[src/shared/ccu_regs.svh]
// Purpose: Register offsets, field positions, reset values of the capture/compare unit
// Assumes: Word index addressing on a plain register port
// Notes:   Definitions only
`ifndef CCU_REGS_SVH
`define CCU_REGS_SVH
// ==========================================================
// Register indices
`define CCU_IDX_CTRL      4'h0
`define CCU_IDX_COUNT     4'h1
`define CCU_IDX_MODULO    4'h2
`define CCU_IDX_SC_BASE   4'h3
`define CCU_IDX_VAL_BASE  4'h7
`define CCU_IDX_LAST      4'hA
// ==========================================================
// Counter status/control fields
`define CCU_CTRL_OVF_FLAG 7
`define CCU_CTRL_OVF_IE   6
`define CCU_CTRL_STOP     5
`define CCU_CTRL_RESET    4
// ==========================================================
// Channel status/control fields
`define CCU_SC_FLAG       7
`define CCU_SC_IE         6
`define CCU_SC_BUF_SEL    5
`define CCU_SC_MODE_A     4
`define CCU_SC_EDGE_HI    3
`define CCU_SC_EDGE_LO    2
`define CCU_SC_OVF_TGL    1
// ==========================================================
// Reset values and constants
`define CCU_RST_MODULO    16'hFFFF
`define CCU_RST_STOP      1'b1
`define CCU_PS_EXTERNAL   3'h7
`endif

[src/shared/ccu_pkg.sv]
// Purpose: Types of the capture/compare unit
// Assumes: Constants come from ccu_regs.svh
// Notes:   State is one packed struct
package ccu_pkg;
  // ==========================================================
  // Edge/level select field decode
  typedef enum logic [1:0] {
    CCU_EL_OFF,
    CCU_EL_RISE_TGL,
    CCU_EL_FALL_CLR,
    CCU_EL_BOTH_SET
  } ccu_edge_t;

  // ==========================================================
  // Whole state of the unit
  typedef struct packed {
    logic [15:0]       cnt;
    logic [15:0]       modv;
    logic [6:0]        pre;
    logic [2:0]        ps;
    logic              stop;
    logic              ovf_flag;
    logic              ovf_ie;
    logic [3:0][7:0]   sc;
    logic [3:0][15:0]  val;
    logic [3:0]        pin_out;
    logic [3:0]        pin_oe;
    logic [3:0]        pin_prev;
    logic              ext_prev;
    logic [1:0]        act;
    logic [1:0]        pend;
    logic [1:0]        psel;
    logic [15:0]       rdata;
    logic              irq;
  } ccu_state_t;
endpackage : ccu_pkg

[src/rtl/ccu_timer.sv]
// Purpose: Four-channel capture/compare timer on a 16-bit up-counter
// Assumes: Inputs synchronous to clock_i; read data valid the cycle after rd_i
// Notes:   Pins are split into input, output and output enable
`timescale 1ns/1ns
`default_nettype none
`include "ccu_regs.svh"

// ==========================================================
module ccu_timer (
  input  wire logic        clock_i,
  input  wire logic        rst_n_i,
  input  wire logic [3:0]  addr_i,
  input  wire logic [15:0] wdata_i,
  input  wire logic        wr_i,
  input  wire logic        rd_i,
  output var  logic [15:0] rdata_o,
  input  wire logic [3:0]  ch_pin_i,
  output var  logic [3:0]  ch_pin_o,
  output var  logic [3:0]  ch_pin_oe_o,
  input  wire logic        external_count_clock_i,
  output var  logic        irq_o
);
  import ccu_pkg::*;

  ccu_state_t  r;
  ccu_state_t  n;
  logic        tick;
  logic        ovf;
  logic [3:0]  cap_ev;
  logic [3:0]  cmp_ev;

  // ==========================================================
  // Helpers
  // Prescaler tap: rate select s gives one tick per 2**s bus clocks
  function automatic logic presc_hit(input logic [6:0] pre, input logic [2:0] s);
    logic [6:0] mask;
    mask = 7'h7F >> (3'h7 - s);
    if (s == 3'h0) begin
      mask = 7'h00;
    end
    presc_hit = ((pre & mask) == mask);
  endfunction : presc_hit

  // Channel is in compare mode; buffer select outranks mode A
  function automatic logic is_compare(input logic [7:0] sc, input logic even);
    is_compare = (even && sc[`CCU_SC_BUF_SEL]) || sc[`CCU_SC_MODE_A];
  endfunction : is_compare

  // ==========================================================
  // Next state
  always_comb begin
    logic [15:0] cmpv;
    logic        linked_up;
    logic        linked_lo;
    logic        rise;
    logic        fall;
    logic [3:0]  idx;
    ccu_edge_t   el;
    cmpv      = 16'h0000;
    linked_up = 1'b0;
    linked_lo = 1'b0;
    rise      = 1'b0;
    fall      = 1'b0;
    idx       = 4'h0;
    el        = CCU_EL_OFF;
    n         = r;
    cap_ev    = 4'h0;
    cmp_ev    = 4'h0;
    n.rdata   = 16'h0000;
    n.pin_prev = ch_pin_i;
    n.ext_prev = external_count_clock_i;
    // Count clock from the prescaler or the external pin's rising edge
    if (r.ps == `CCU_PS_EXTERNAL) begin
      tick = !r.stop && external_count_clock_i && !r.ext_prev;
    end else begin
      tick = !r.stop && presc_hit(r.pre, r.ps);
    end
    ovf   = tick && (r.cnt == r.modv || r.cnt == 16'hFFFF);
    n.pre = r.pre + 7'h01;
    if (tick) begin
      n.cnt = ovf ? 16'h0000 : r.cnt + 16'h0001;
    end
    // Software writes come first so that hardware events win over clears
    if (wr_i) begin
      if (addr_i == `CCU_IDX_CTRL) begin
        n.ps       = wdata_i[2:0];
        n.stop     = wdata_i[`CCU_CTRL_STOP];
        n.ovf_ie   = wdata_i[`CCU_CTRL_OVF_IE];
        n.ovf_flag = r.ovf_flag & wdata_i[`CCU_CTRL_OVF_FLAG];
        if (wdata_i[`CCU_CTRL_RESET]) begin
          n.cnt = 16'h0000;
          n.pre = 7'h00;
        end
      end else if (addr_i == `CCU_IDX_MODULO) begin
        n.modv = wdata_i;
      end else if (addr_i >= `CCU_IDX_SC_BASE && addr_i < `CCU_IDX_VAL_BASE) begin
        idx = addr_i - `CCU_IDX_SC_BASE;
        n.sc[idx[1:0]] = {r.sc[idx[1:0]][`CCU_SC_FLAG] & wdata_i[`CCU_SC_FLAG], wdata_i[6:1], 1'b0};
      end else if (addr_i >= `CCU_IDX_VAL_BASE && addr_i <= `CCU_IDX_LAST) begin
        idx = addr_i - `CCU_IDX_VAL_BASE;
        n.val[idx[1:0]] = wdata_i;
      end
    end
    if (ovf) begin
      n.ovf_flag = 1'b1;
    end
    // Buffered pairs: switch the governing channel only at overflow
    for (int p = 0; p < 2; p++) begin
      if (!r.sc[2*p][`CCU_SC_BUF_SEL]) begin
        n.act[p]  = 1'b0;
        n.pend[p] = 1'b0;
      end else begin
        if (ovf && r.pend[p]) begin
          n.act[p]  = r.psel[p];
          n.pend[p] = 1'b0;
        end
        if (wr_i && addr_i >= `CCU_IDX_VAL_BASE && addr_i <= `CCU_IDX_LAST) begin
          idx = addr_i - `CCU_IDX_VAL_BASE;
          if (idx[1] == p[0]) begin
            n.pend[p] = 1'b1;
            n.psel[p] = idx[0];
          end
        end
      end
    end
    // Per-channel capture and compare
    for (int i = 0; i < 4; i++) begin
      linked_up = (i % 2 == 1) && r.sc[i-(i%2)][`CCU_SC_BUF_SEL];
      linked_lo = (i % 2 == 0) && r.sc[i][`CCU_SC_BUF_SEL];
      el        = ccu_edge_t'(r.sc[i][`CCU_SC_EDGE_HI:`CCU_SC_EDGE_LO]);
      cmpv      = (linked_lo && r.act[i/2]) ? r.val[i|1] : r.val[i];
      rise      = ch_pin_i[i] && !r.pin_prev[i];
      fall      = !ch_pin_i[i] && r.pin_prev[i];
      if (linked_up) begin
        n.pin_oe[i] = 1'b0;
      end else if (is_compare(r.sc[i], (i % 2 == 0))) begin
        n.pin_oe[i] = (el != CCU_EL_OFF);
        if (tick && r.cnt == cmpv) begin
          cmp_ev[i] = 1'b1;
          n.sc[i][`CCU_SC_FLAG] = 1'b1;
          unique case (el)
            CCU_EL_OFF:      n.pin_out[i] = r.pin_out[i];
            CCU_EL_RISE_TGL: n.pin_out[i] = !r.pin_out[i];
            CCU_EL_FALL_CLR: n.pin_out[i] = 1'b0;
            CCU_EL_BOTH_SET: n.pin_out[i] = 1'b1;
          endcase
        end else if (ovf && r.sc[i][`CCU_SC_OVF_TGL]) begin
          n.pin_out[i] = !r.pin_out[i];
        end
      end else begin
        n.pin_oe[i] = 1'b0;
        unique case (el)
          CCU_EL_OFF:      cap_ev[i] = 1'b0;
          CCU_EL_RISE_TGL: cap_ev[i] = rise;
          CCU_EL_FALL_CLR: cap_ev[i] = fall;
          CCU_EL_BOTH_SET: cap_ev[i] = rise || fall;
        endcase
        if (cap_ev[i]) begin
          n.val[i] = r.cnt;
          n.sc[i][`CCU_SC_FLAG] = 1'b1;
        end
      end
    end
    // Interrupt request from enabled flags; freed upper channels stay quiet
    n.irq = r.ovf_flag && r.ovf_ie;
    for (int i = 0; i < 4; i++) begin
      if (!((i % 2 == 1) && r.sc[i-(i%2)][`CCU_SC_BUF_SEL])) begin
        n.irq = n.irq || (r.sc[i][`CCU_SC_FLAG] && r.sc[i][`CCU_SC_IE]);
      end
    end
    // Read data for next cycle; reading has no side effect on the count
    if (rd_i) begin
      if (addr_i == `CCU_IDX_CTRL) begin
        n.rdata = {8'h00, r.ovf_flag, r.ovf_ie, r.stop, 2'b00, r.ps};
      end else if (addr_i == `CCU_IDX_COUNT) begin
        n.rdata = r.cnt;
      end else if (addr_i == `CCU_IDX_MODULO) begin
        n.rdata = r.modv;
      end else if (addr_i >= `CCU_IDX_SC_BASE && addr_i < `CCU_IDX_VAL_BASE) begin
        idx = addr_i - `CCU_IDX_SC_BASE;
        n.rdata = {8'h00, r.sc[idx[1:0]]};
      end else if (addr_i >= `CCU_IDX_VAL_BASE && addr_i <= `CCU_IDX_LAST) begin
        idx = addr_i - `CCU_IDX_VAL_BASE;
        n.rdata = r.val[idx[1:0]];
      end
    end
  end

  // ==========================================================
  // State register
  always_ff @(posedge clock_i or negedge rst_n_i) begin
    if (!rst_n_i) begin
      r      <= '0;
      r.modv <= `CCU_RST_MODULO;
      r.stop <= `CCU_RST_STOP;
    end else begin
      r <= n;
    end
  end

  assign rdata_o     = r.rdata;
  assign ch_pin_o    = r.pin_out;
  assign ch_pin_oe_o = r.pin_oe;
  assign irq_o       = r.irq;
endmodule : ccu_timer
`default_nettype wire

[config.mk]
export PLATFORM = sky130hd
export DESIGN_NAME = ccu_timer
export DESIGN_NICKNAME = d
export VERILOG_FILES = /design/src/shared/ccu_pkg.sv /design/src/rtl/ccu_timer.sv
export VERILOG_INCLUDE_DIRS = /design/src /design/src/shared
export SDC_FILE = /design/constraint.sdc
export NUM_CORES = 1
export LEC_CHECK = 0
export BUFFER_PORTS_ARGS = -buffer_cell sky130_fd_sc_hd__buf_4
export CORE_ASPECT_RATIO = 1.2
export CORE_MARGIN = 10
export CORE_UTILIZATION = 62
export CTS_CLUSTER_DIAMETER = 200
export DETAILED_ROUTE_END_ITERATION = 12
export GPL_ROUTABILITY_DRIVEN = 0
export MAX_ROUTING_LAYER = met4
export PLACE_DENSITY_LB_ADDON = 0.15
export SLEW_MARGIN = 20
export SYNTH_ARGS = -nofsm -noshare
export SYNTH_HDL_FRONTEND = slang
export SYNTH_SLANG_ARGS = --single-unit
[constraint.sdc]
create_clock -name clock_i -period 2.8 [get_ports clock_i]
set_clock_uncertainty 0.2 [all_clocks]
set_input_delay 0.42 -clock clock_i [delete_from_list [all_inputs] [get_ports clock_i]]
set_output_delay 0.42 -clock clock_i [all_outputs]
set_load 0.02 [all_outputs]
==> results of run 1 <==
[report_power, final]
part           total (W)  internal (W)  switching, W  leakage, nW
clock            0.00236       0.00126       0.00110        0.275
sequential       0.00408       0.00325      0.000831         2.23
combinational    0.00295       0.00140       0.00155         3.21
total            0.00939       0.00591       0.00348         5.72
[critical path, delay by kind of cell, from the launching register on]
kind | cells | cell delay [ns]
xor gates and xnor gates | 1 | 0.22
and+or+nand+nor | 4 | 1.16
muxes | 1 | 0.28
DFF | 1 | 0.54
AOI/OAI and AO/OA | 1 | 0.21
[final cells by class]
| class | count | area (µm²) |
|---|---|---|
| clock inverters | 14 | 149 |
| well taps | 212 | 265 |
| multi-input cells | 744 | 5490 |
| clock buffers | 18 | 429 |
| fillers | 1196 | 4670 |
| flip-flops and latches | 176 | 4430 |
| inverters | 19 | 71.3 |
| repair buffers | 110 | 895 |
[synth_stat cells, drive strengths merged (25+ instances only)]
library cell,instances,area [µm²]
a21oi,38,198
buf,51,318
clkbuf,42,158
dfrtp,159,3980
mux2,49,552
mux2i,75,751
nand2,109,432
nand3,25,138
nor2,68,258
nor3,30,166
o21ai,85,425
xor2,67,587
[per-layer routing]
layer,part of all wire [%],GRT usage (%),vias to the layer above
met5,0,-,-
met4,6.2,16.7,0
met2,48,43.9,373
met1,39,32.2,3971
met3,6.3,3.79,103
li1,-,-,3702
[metrics by stage]
step	instances	area, µm²	hold slack, ns	worst slack (ns)	utilization [%]
2_1_floorplan	1032	10500	-0.0756	0.0260	-
3_3_place_gp	1255	11100	0.154	0.189	67.6
3_5_place_dp	1255	11100	0.157	0.155	67.6
4_1_cts	1293	11700	0.0583	0.139	71.5
5_1_grt	1293	11700	0.0563	0.00469	71.5
6_report	1293	11700	0.0632	0.0636	71.5
[repair_timing]
| item | in CTS | in global routing |
|---|---|---|
| endpoints found under the hold margin | 35 | 0 |
| hold buffers | 6 | 0 |
| endpoints found under the setup margin | 0 | 0 |
| setup buffers | 0 | 0 |
[worst min path at each step]
stage,start,endpoint,cells after the start
after CTS,rd_i,rdata_o[1],3
final,wdata_i[8],r[153],2
after detailed placement,rst_n_i,r[64],1
after global placement,rst_n_i,r[64],1
after global routing,rd_i,rdata_o[1],3
after floorplan,rst_n_i,async pin,0
[logic make-up after synthesis]
| logic type | count (synthesis) | share of synthesized area (%) |
|---|---|---|
| compound gates | 178 | 10.5 |
| xor+xnor | 84 | 7.05 |
| fa+ha+maj | 18 | 2.16 |
| buf+inv | 112 | 5.24 |
| flops | 176 | 42.4 |
| mux | 148 | 17.7 |
| simple gates | 316 | 15.0 |
==> results, run 1 <==
- The flow ran to the end, and the final reports show no timing, DRC or antenna violations.
- Wires add up to 29800 µm.
- The tool flagged a number of max-cap violations equal to 0.
- The number of cells on the worst reg-to-reg path is 7.
- The area growth from synthesis to final layout is 12.4%.
- The type of the worst setup path is reg2reg.
- A synthesized cell averages 10.1 µm².
- The setup slack on the worst flop-to-flop path is 0.06 ns.
- The number of buffers inserted during clock tree synthesis is 17.
- The floorplan step set the die height to 162 µm.
- The count of yosys warnings during synthesis is 0.
- Summed over all cells, the static leakage comes to 5.72 nW.
- The longest clock path from root to sink contains 2 buffers.
- The worst path required time is 2.91 ns.
- After floorplanning, the core was divided into 51 placement rows.
- The predominant post-synthesis flop cell is dfrtp_1.
- The final route contains 8149 vias.
- The routed design could run at a clock period as short as 2.74 ns.
- The count of final max-slew check failures is 0.
- The sum of negative setup slack is 0 ns.
- STA classifies the critical path startpoint as a register.
- VDD sags by at most 0.556 mV.
- The number of instances resized during post-cts repair is 0.
- The synthesized design contains 176 register bits.
- The via count of the first global-routing pass was 8166.
- Setup repair after global routing left no endpoint under its margin.
- Data arrives at the worst endpoint at 2.85 ns.
- The number of endpoints with negative hold slack in the final report is 0.
- The number of enable-type register cells in the synthesized netlist is 0.
- In the layout the commonest cells are 159 x dfrtp_1, 100 x nand2_1, 99 x buf_4.
- 0 antenna diodes ended up in the layout.
- In the final routed layout, each cell accounts on average for 23.0 µm.
- The number of H-tree levels is 4.
- The pin count of the biggest net entering global routing is 47.
- The start of the worst register-to-register path is r[172].
- The root buffer cell is clkbuf_16.
- The wire-length estimate of the detail-placed layout is 21200 µm.
- The pre-antenna-repair detailed-routing pass consisted of 5 iterations.
- In this run the tightest slew margin relative to its limit is 56.6%.
- The source-to-sink clock delay at the later pin of the worst-skew pair is 0.44 ns.
- The number of antenna violations at the first check in global routing is 0.
- TritonCTS built the clock tree.
- The floorplan step defined a die boundary enclosing 0.0224 mm².
- The count of boundary I/O pins is 54.
- In this run the power density over the cells is 801 mW/mm².
- The number of sinks on the clock net is 176.
- The post-synth design cell area is 0.0104 mm².
- The terminus of the critical flop-to-flop path is ch_pin_o[0].
- Tracing the worst setup path back leads to its startpoint at r[172].
- On the worst path, the slowest cell contributes a delay of 0.60 ns.
- The cell count after synthesis is 1032.
- The count of port buffers added during placement is 53.
- Leaving out fill and tap cells, the most frequent cell in the layout is dfrtp_1.
- After detailed routing, the number of remaining DRC violations is 0.
- In this run the worst hold path is classified as in2reg.
- The count of nets left with antenna violations once routing finished came out at 0.
- The ratio of final minimum period to clock period is 97.7%.
- The overall power consumption is 0.00939 W.
- The die span in x is 138 µm.
- The highest-delay cell along the critical path is nor4_1.
- The timing endpoint of the critical path is ch_pin_o[0].
- After clock tree synthesis, the clock-pin slew on the worst setup and hold paths is 0.07 ns.
- The share of flip-flops with an asynchronous set or reset after synthesis is 100%.
- The highest net fanout along the worst path is 10.
- Of the cells placed in the final design, the portion with a size suffix greater than 1 is 23.3%.
- At the pin with the least slew margin, the transition time is 0.645 ns.
- After the last flow step, the layout net total stands at 1115.
- The count of endpoints failing setup in the final report is 0.
- The region available for standard cell placement spans 0.0164 mm².
- For this configuration, the core starts out at a cell density of 63.6%.
- Sequential elements use 42.4% of the synthesized area.
- The maximum clock frequency is 365 MHz.
- The first-pass GRT wire length is 46900 µm.
- The first routing iteration left 957 violations.
- The via count normalized by instance count is 6.30.
- The global routing usage summed across all routing layers is 27.3%.
- Yosys mapped the design onto 66 distinct sky130hd cell types.
- Walking the worst path, the cells encountered are xor2_1 -> nor4_1 -> mux2_2 -> nand4_1 -> nor3b_2 -> a2bb2oi_1 -> nand3_1.
- The type of destination of the critical path is a register.
- The number of nets handed over by synthesis was 1079.
- For this run the aggregate overflow at the end of global routing stands at 0.
No activity file was read; power rests on OpenSTA's default activity.
==> run 2: changes to the inputs <==
Settings changed: HOLD_SLACK_MARGIN from default to 0.08, SLEW_MARGIN 20 to 10.
Clock period 2.8 ns to 3.1 ns, I/O delays scaled along.
==> run 2 against run 1 <==
Sequential share of layout area grew 0.53 points. Critical path depth is the same. Highest routed layer unchanged. Largest power group unchanged. Core utilization down 1.0 points. Hold slack improved by 0.047 ns. First-iteration DRC count decreased by 24%. Sequential power fell by 8.6%.
==> results, run 2 (synthesized netlist as in run 1, its figures left out) <==
- The library cell used most frequently in the layout, excluding fill and tap cells, is dfrtp_1.
- The remaining max-slew budget at the tightest pin came to 50.7% (-5.9 points).
- The number of antenna violations at the first check in global routing is 0 (unchanged).
- The first-iteration detailed-routing DRC count is 725 (-24%).
- The ratio of final minimum period to clock period is 89.3% (-8.4 points).
- The hold path startpoint is rd_i.
- The root buffer cell is clkbuf_16.
- The worst supply voltage drop on vdd is 0.423 mV (-24%).
- The antenna cell count is 0 (unchanged).
- The run finished with clean final reports.
- The worst slack on hold paths is 0.110 ns (+0.0471 ns).
- The critical path is of the reg2reg type.
- The start of the worst register-to-register path is r[169].
- The area taken by flip-flops and latches was 0.00443 mm² (unchanged).
- The type of destination of the critical path is a register.
- The count of cells along the worst hold path was 3 (+1).
- The first-pass GRT wire length is 46100 µm (-1.9%).
- The TritonCTS clock tree is done.
- The signal arrival time at the worst endpoint was 2.89 ns (+0.04 ns).
- The power density over cell area is 727 mW/mm² (-9.2%).
- The number of sinks on the clock net came to 176 (unchanged).
- The number of detailed-routing iterations run before antenna repair was 5 (unchanged).
- The kind of start point of the critical path is a register.
- The total die area was 0.0224 mm² (unchanged).
- The number of buffers inserted during clock tree synthesis came to 17 (unchanged).
- The count of boundary I/O pins was 54 (unchanged).
- Leaving out fill and tap cells, the most frequent cells in the layout are 159 x dfrtp_1, 100 x nand2_1, 84 x o21ai_0.
- The pin count of the biggest net entering global routing is 63 (+34%).
- The area used by multi-input combinational logic was 0.00549 mm² (-0.14%).
- The overall power consumption is 0.00841 W (-10%).
- The global routing usage summed across all routing layers was 26.6% (-0.73 points).
- The number of H-tree levels came to 4 (unchanged).
- The setup slack on the worst flop-to-flop path came to 0.33 ns (+0.27 ns).
- The post-detailed-route DRC marker count is 0 (unchanged).
- The share of final-layout standard cells stronger than drive strength 1 is 21.7% (-1.6 points).
- The area inside the core boundary is 0.0164 mm² (unchanged).
- The number of fill cells is 1257 (+5.1%).
- The overflow left after global routing is 0 (unchanged).
- The count of port buffers added during placement is 53 (unchanged).
- The area growth from synthesis to final layout is 10.9%.
- The number of vias in the routed layout was 8042 (-1.3%).
- The core utilization of the finished layout is 70.5% (-1.0 points).
- The register clock-pin slew on the reported worst setup and hold paths is 0.07 ns (about the same).
- The source-to-sink clock delay at the later pin of the worst-skew pair is 0.44 ns (about the same).
- In this run the worst hold path is classified as in2reg.
- The number of rows in the core area is 51 (unchanged).
- The count of final max-slew check failures is 0 (unchanged).
- The via count of the first global-routing pass came to 8073 (-1.1%).
- The critical path starts at r[169].
- The maximum clock frequency is 361 MHz (-1.1%).
- The average wire per standard cell came to 22.6 µm (-1.9%).
- The count of endpoints failing setup in the final report is 0 (unchanged).
- The via count normalized by instance count is 6.31 (about the same).
- The starting utilization of the core area is 63.6% (unchanged).
- The cell count of the worst reg-to-reg path is 7 (unchanged).
- The worst path required time came to 3.22 ns (+0.31 ns).
- The static leakage power is 5.62 nW (-1.7%).
- The worst-margin pin slew is 0.739 ns (+0.0947 ns).
- The number of endpoints with negative hold slack in the final report was 0 (unchanged).
- The final net count is 1097 (-1.6%).
- The hold path endpoint is rdata_o[1].
- The number of nets still failing antenna checks after routing is 0 (unchanged).
- The highest net fanout along the worst path is 14 (+4).
- Setup repair after global routing left no endpoint under its margin.
- The number of max-cap violations is 0 (unchanged).
- The die span in x was 138 µm (unchanged).
- The number of instances resized during post-cts repair was 0 (unchanged).
- The estimated wirelength of the detail-placed design was 20500 µm (-3.3%).
- The total detailed-routing wirelength is 28800 µm (-3.2%).
- The overall die height is 162 µm (unchanged).
- The maximum clock path buffer count is 2 (unchanged).
- The terminus of the critical flop-to-flop path is ch_pin_o[0].
- The final critical path time including I/O delays and setup is 2.77 ns (+0.0315 ns).
==> run 2: changes by cell type in the layout (fill, tap and decap cells not counted), sizes merged <==
cell	before	now
buf	104	86
bufinv	1	2
clkbuf	18	21
clkinv	3	4
clkinvlp	3	2
inv	26	22
==> run 2: area by class of cell <==
class                           count  area share [%]
Clock buffer                       21            3.89
Tap cell                          212            2.29
Timing Repair Buffer               92            6.35
Multi-Input combinational cell    744            47.4
Inverter                           19           0.617
Clock inverter                     11            1.14
Sequential cell                   176            38.3
==> run 2: critical path, cell delays in order, from the launching register on <==
cell and delay (ns):
dfrtp_1 0.72, xor2_1 0.18, nor4_1 0.42, mux2_2 0.28, nand4_1 0.13, nor3b_2 0.40, a2bb2oi_1 0.22, nand3_1 0.09
==> run 2: per-stage QoR <==
step / cells / instance area [µm²] / worst slack (ns) / setup TNS (ns)
finish: 1275 / 11600 / 0.332 / 0
CTS: 1275 / 11600 / 0.362 / 0
global route: 1275 / 11600 / 0.228 / 0
global placement: 1237 / 10900 / 0.0658 / 0
detailed placement: 1237 / 10900 / -0.0120 / -0.0120
floorplan: 1032 / 10400 / 0.0313 / 0
==> run 2: layer usage <==
metal,GRT usage (%),part of all wire [%],vias up
met5,-,0,-
met2,42.5,49,370
met1,31.2,39,3918
met3,5.31,6.9,88
li1,-,-,3666
met4,14.5,5.1,0
==> run 2: worst max path at each step <==
stage,to,slack [ns],cells after the start
floorplan,rdata_o[13],0.03,11
global placement,rdata_o[5],0.07,9
detailed placement,rdata_o[5],-0.01,9
CTS,ch_pin_o[0],0.36,7
global route,ch_pin_o[0],0.23,7
finish,ch_pin_o[0],0.33,7
==> run 2: repair_timing <==
action | in CTS | in global routing
endpoints found under the hold margin | 59 | 0
hold buffers | 6 | 0
setup buffers | 0 | 0
==> run 2: power breakdown <==
group          total, W  switching [W]  internal (W)  leakage [nW]
logic           0.00252        0.00129       0.00123          3.11
registers       0.00373       0.000799       0.00293          2.23
clock network   0.00216       0.000938       0.00122         0.280
total           0.00841        0.00303       0.00538          5.62
==> run 3: changes to the inputs <==
Settings changed: CORE_UTILIZATION 62 to 56, CTS_BUF_LIST from default to sky130_fd_sc_hd__clkbuf_8 sky130_fd_sc_hd__clkbuf_16, CTS_CLUSTER_DIAMETER 200 to default.
Clock period 3.1 ns to 2.3 ns, I/O delays scaled along.
==> run 3 against run 2 <==
The flow now finishes with violations (negative setup slack). Combinational power grew 100%. Clock power increased by 30%. Die area rose by 9.2%. Critical path depth rose by 2. Setup slack worse by 0.52 ns. Largest power group is now combinational logic.
==> results, run 3 (synthesized netlist as in run 1, its figures left out) <==
- The run finished, with violations left.
- The checks that failed: negative setup slack.
- The TritonCTS clock tree is done.
- The number of endpoints with negative hold slack in the final report was 0 (unchanged).
- The largest stage delay on the critical path is 0.46 ns (-0.26 ns).
- The via count of the first global-routing pass came to 8902 (+10%).
- The number of max-cap violations came to 0 (unchanged).
- The worst setup slack after layout came to -0.186 ns (-0.518 ns).
- Setup repair after global routing could not meet its margin everywhere.
- The antenna cell count is 0 (unchanged).
- The post-detailed-route DRC marker count was 0 (unchanged).
- The source-to-sink clock delay at the later pin of the worst-skew pair is 0.44 ns (about the same).
- The number of antenna violations at the first check in global routing is 0 (unchanged).
- The worst hold path begins at wdata_i[4].
- The kind of cell adding the most delay to the critical path is simple AND/OR/NAND/NOR gates.
- The overflow left after global routing is 0 (unchanged).
- The kind of start point of the critical path is a register.
- The die span in x came to 145 µm (+4.5%).
- The type of the worst setup path is reg2reg.
- The number of cells in the finished layout apart from fillers is 1452 (+14%).
- The slowest stage of the critical path belongs to the cell dfrtp_2.
- The placement-stage worst setup slack is -0.372 ns (-0.360 ns).
- The final critical path time including I/O delays and setup is 2.49 ns (-0.282 ns).
- The ratio of final minimum period to clock period is 108% (+19 points).
- The register clock-pin slew on the reported worst setup and hold paths is 0.07 ns (about the same).
- The number of buffers inserted during clock tree synthesis was 17 (unchanged).
- The placement-stage cell area is 0.0122 mm² (+12%).
- The average wire per standard cell is 22.7 µm (+0.45%).
- The number of H-tree levels is 4 (unchanged).
- The final net count is 1262 (+15%).
- The highest net fanout along the worst path is 6 (-8).
- The first-iteration detailed-routing DRC count is 761 (+5.0%).
- The power density over cell area came to 936 mW/mm² (+29%).
- The combined buffer and inverter count along the critical path came to 2 (+2).
- The signal arrival time at the worst endpoint was 2.61 ns (-0.28 ns).
- Clock tree synthesis selected as its root buffer the cell clkbuf_16.
- The count of endpoints failing setup in the final report is 10 (+10).
- The number of detailed-routing iterations run before antenna repair is 7 (+2).
- The number of vias in the routed layout is 8824 (+9.7%).
- The count of placed standard cells including taps is 1375 (+11%).
- The overall power consumption is 0.0127 W (+51%).
- The maximum clock path buffer count is 2 (unchanged).
- The number of rows in the core area is 54 (+5.9%).
- The worst path required time came to 2.43 ns (-0.79 ns).
- The total detailed-routing wirelength is 32900 µm (+14%).
- The count of final max-slew check failures is 0 (unchanged).
- The share of final-layout standard cells stronger than drive strength 1 is 37.4% (+16 points).
- In this run the worst hold path is classified as in2reg.
- The area inside the core boundary was 0.0182 mm² (+11%).
- The count of boundary I/O pins is 54 (unchanged).
- The pin count of the biggest net entering global routing is 51 (-19%).
- STA classifies the critical path endpoint as a register.
- The first-pass GRT wire length is 50300 µm (+9.2%).
- The overall die height is 170 µm (+4.6%).
- In the layout the commonest cells are 194 x buf_4, 148 x dfrtp_1, 92 x nand2_1.
- Leaving out fill and tap cells, the most frequent cell in the layout is buf_4.
- The count of port buffers added during placement is 53 (unchanged).
- The remaining max-slew budget at the tightest pin came to 53.9% (+3.2 points).
- The sum of negative setup slack came to -0.732 ns (-0.732 ns).
- The post-route standard cell area excluding fillers is 0.0136 mm² (+17%).
- The number of nets still failing antenna checks after routing is 0 (unchanged).
- The estimated wirelength of the detail-placed design came to 23000 µm (+12%).
- The worst supply voltage drop on vdd is 0.650 mV (+54%).
- The worst-margin pin slew is 0.689 ns (-0.0502 ns).
- The maximum clock frequency came to 402 MHz (+11%).
- The via count normalized by instance count is 6.08 (-3.7%).
- The total die area is 0.0245 mm² (+9.2%).
- The starting utilization of the core area is 57.2% (-6.4 points).
- The global routing usage summed across all routing layers is 27.8% (+1.2 points).
- The area growth from synthesis to final layout is 30.2%.
- The static leakage power is 6.65 nW (+18%).
- The number of sinks on the clock net is 176 (unchanged).
- The critical path goes through buf_6 -> a21bo_2 -> and3_4 -> nor4b_2 -> nand4_1 -> nor3b_4 -> buf_4 -> nand3b_1 -> nand3_1.
## run 3: per-stage QoR
stage / utilization [%] / hold slack (ns)
2_1_floorplan: - / -0.151
3_3_place_gp: 67.1 / 0.147
4_1_cts: 72.8 / 0.0909
3_5_place_dp: 67.1 / 0.144
5_1_grt: 74.4 / 0.0953
6_report: 74.4 / 0.0993
## run 3: repair_timing
item	CTS	global route
endpoints found under the setup margin	15	38
cloned	0	0
pin swaps	22	35
buffers inserted	14	13
gates resized for setup	48	56
hold endpoints to repair	161	0
hold buffers	20	0
## run 3: worst paths after layout
path                          endpoint  slack (ns)  cells after the start
min in group asynchronous        r[60]        0.26                      2
setup / recovery           ch_pin_o[0]       -0.19                      9
hold / removal                register         0.1                      2
hold reg to reg                 r[124]        0.29                      1
setup reg to reg           ch_pin_o[0]       -0.19                      9
max in group asynchronous       r[160]        0.95                      3
## run 3: where the power goes
part	switching, W	leakage (nW)	internal [W]
Combinational	0.00245	4.15	0.00265
Sequential	0.000843	2.22	0.00396
Clock	0.00129	0.283	0.00151
Total	0.00459	6.65	0.00812
## run 3: layer usage
metal,GRT usage [%],part of all wire [%],vias up
li1,-,-,4016
met1,32.9,39,4352
met2,44.1,49,356
met3,4.56,5.4,100
met4,15.8,5.7,0
met5,-,0,-
## run 3: area by class of cell
type                            count  area, µm²
Inverter                           19       78.8
Clock buffer                       21        480
Fill cell                        1279       4660
Clock inverter                     11       81.3
Sequential cell                   176       4440
Tap cell                          224        280
Timing Repair Buffer              257       2340
Multi-Input combinational cell    744       5880
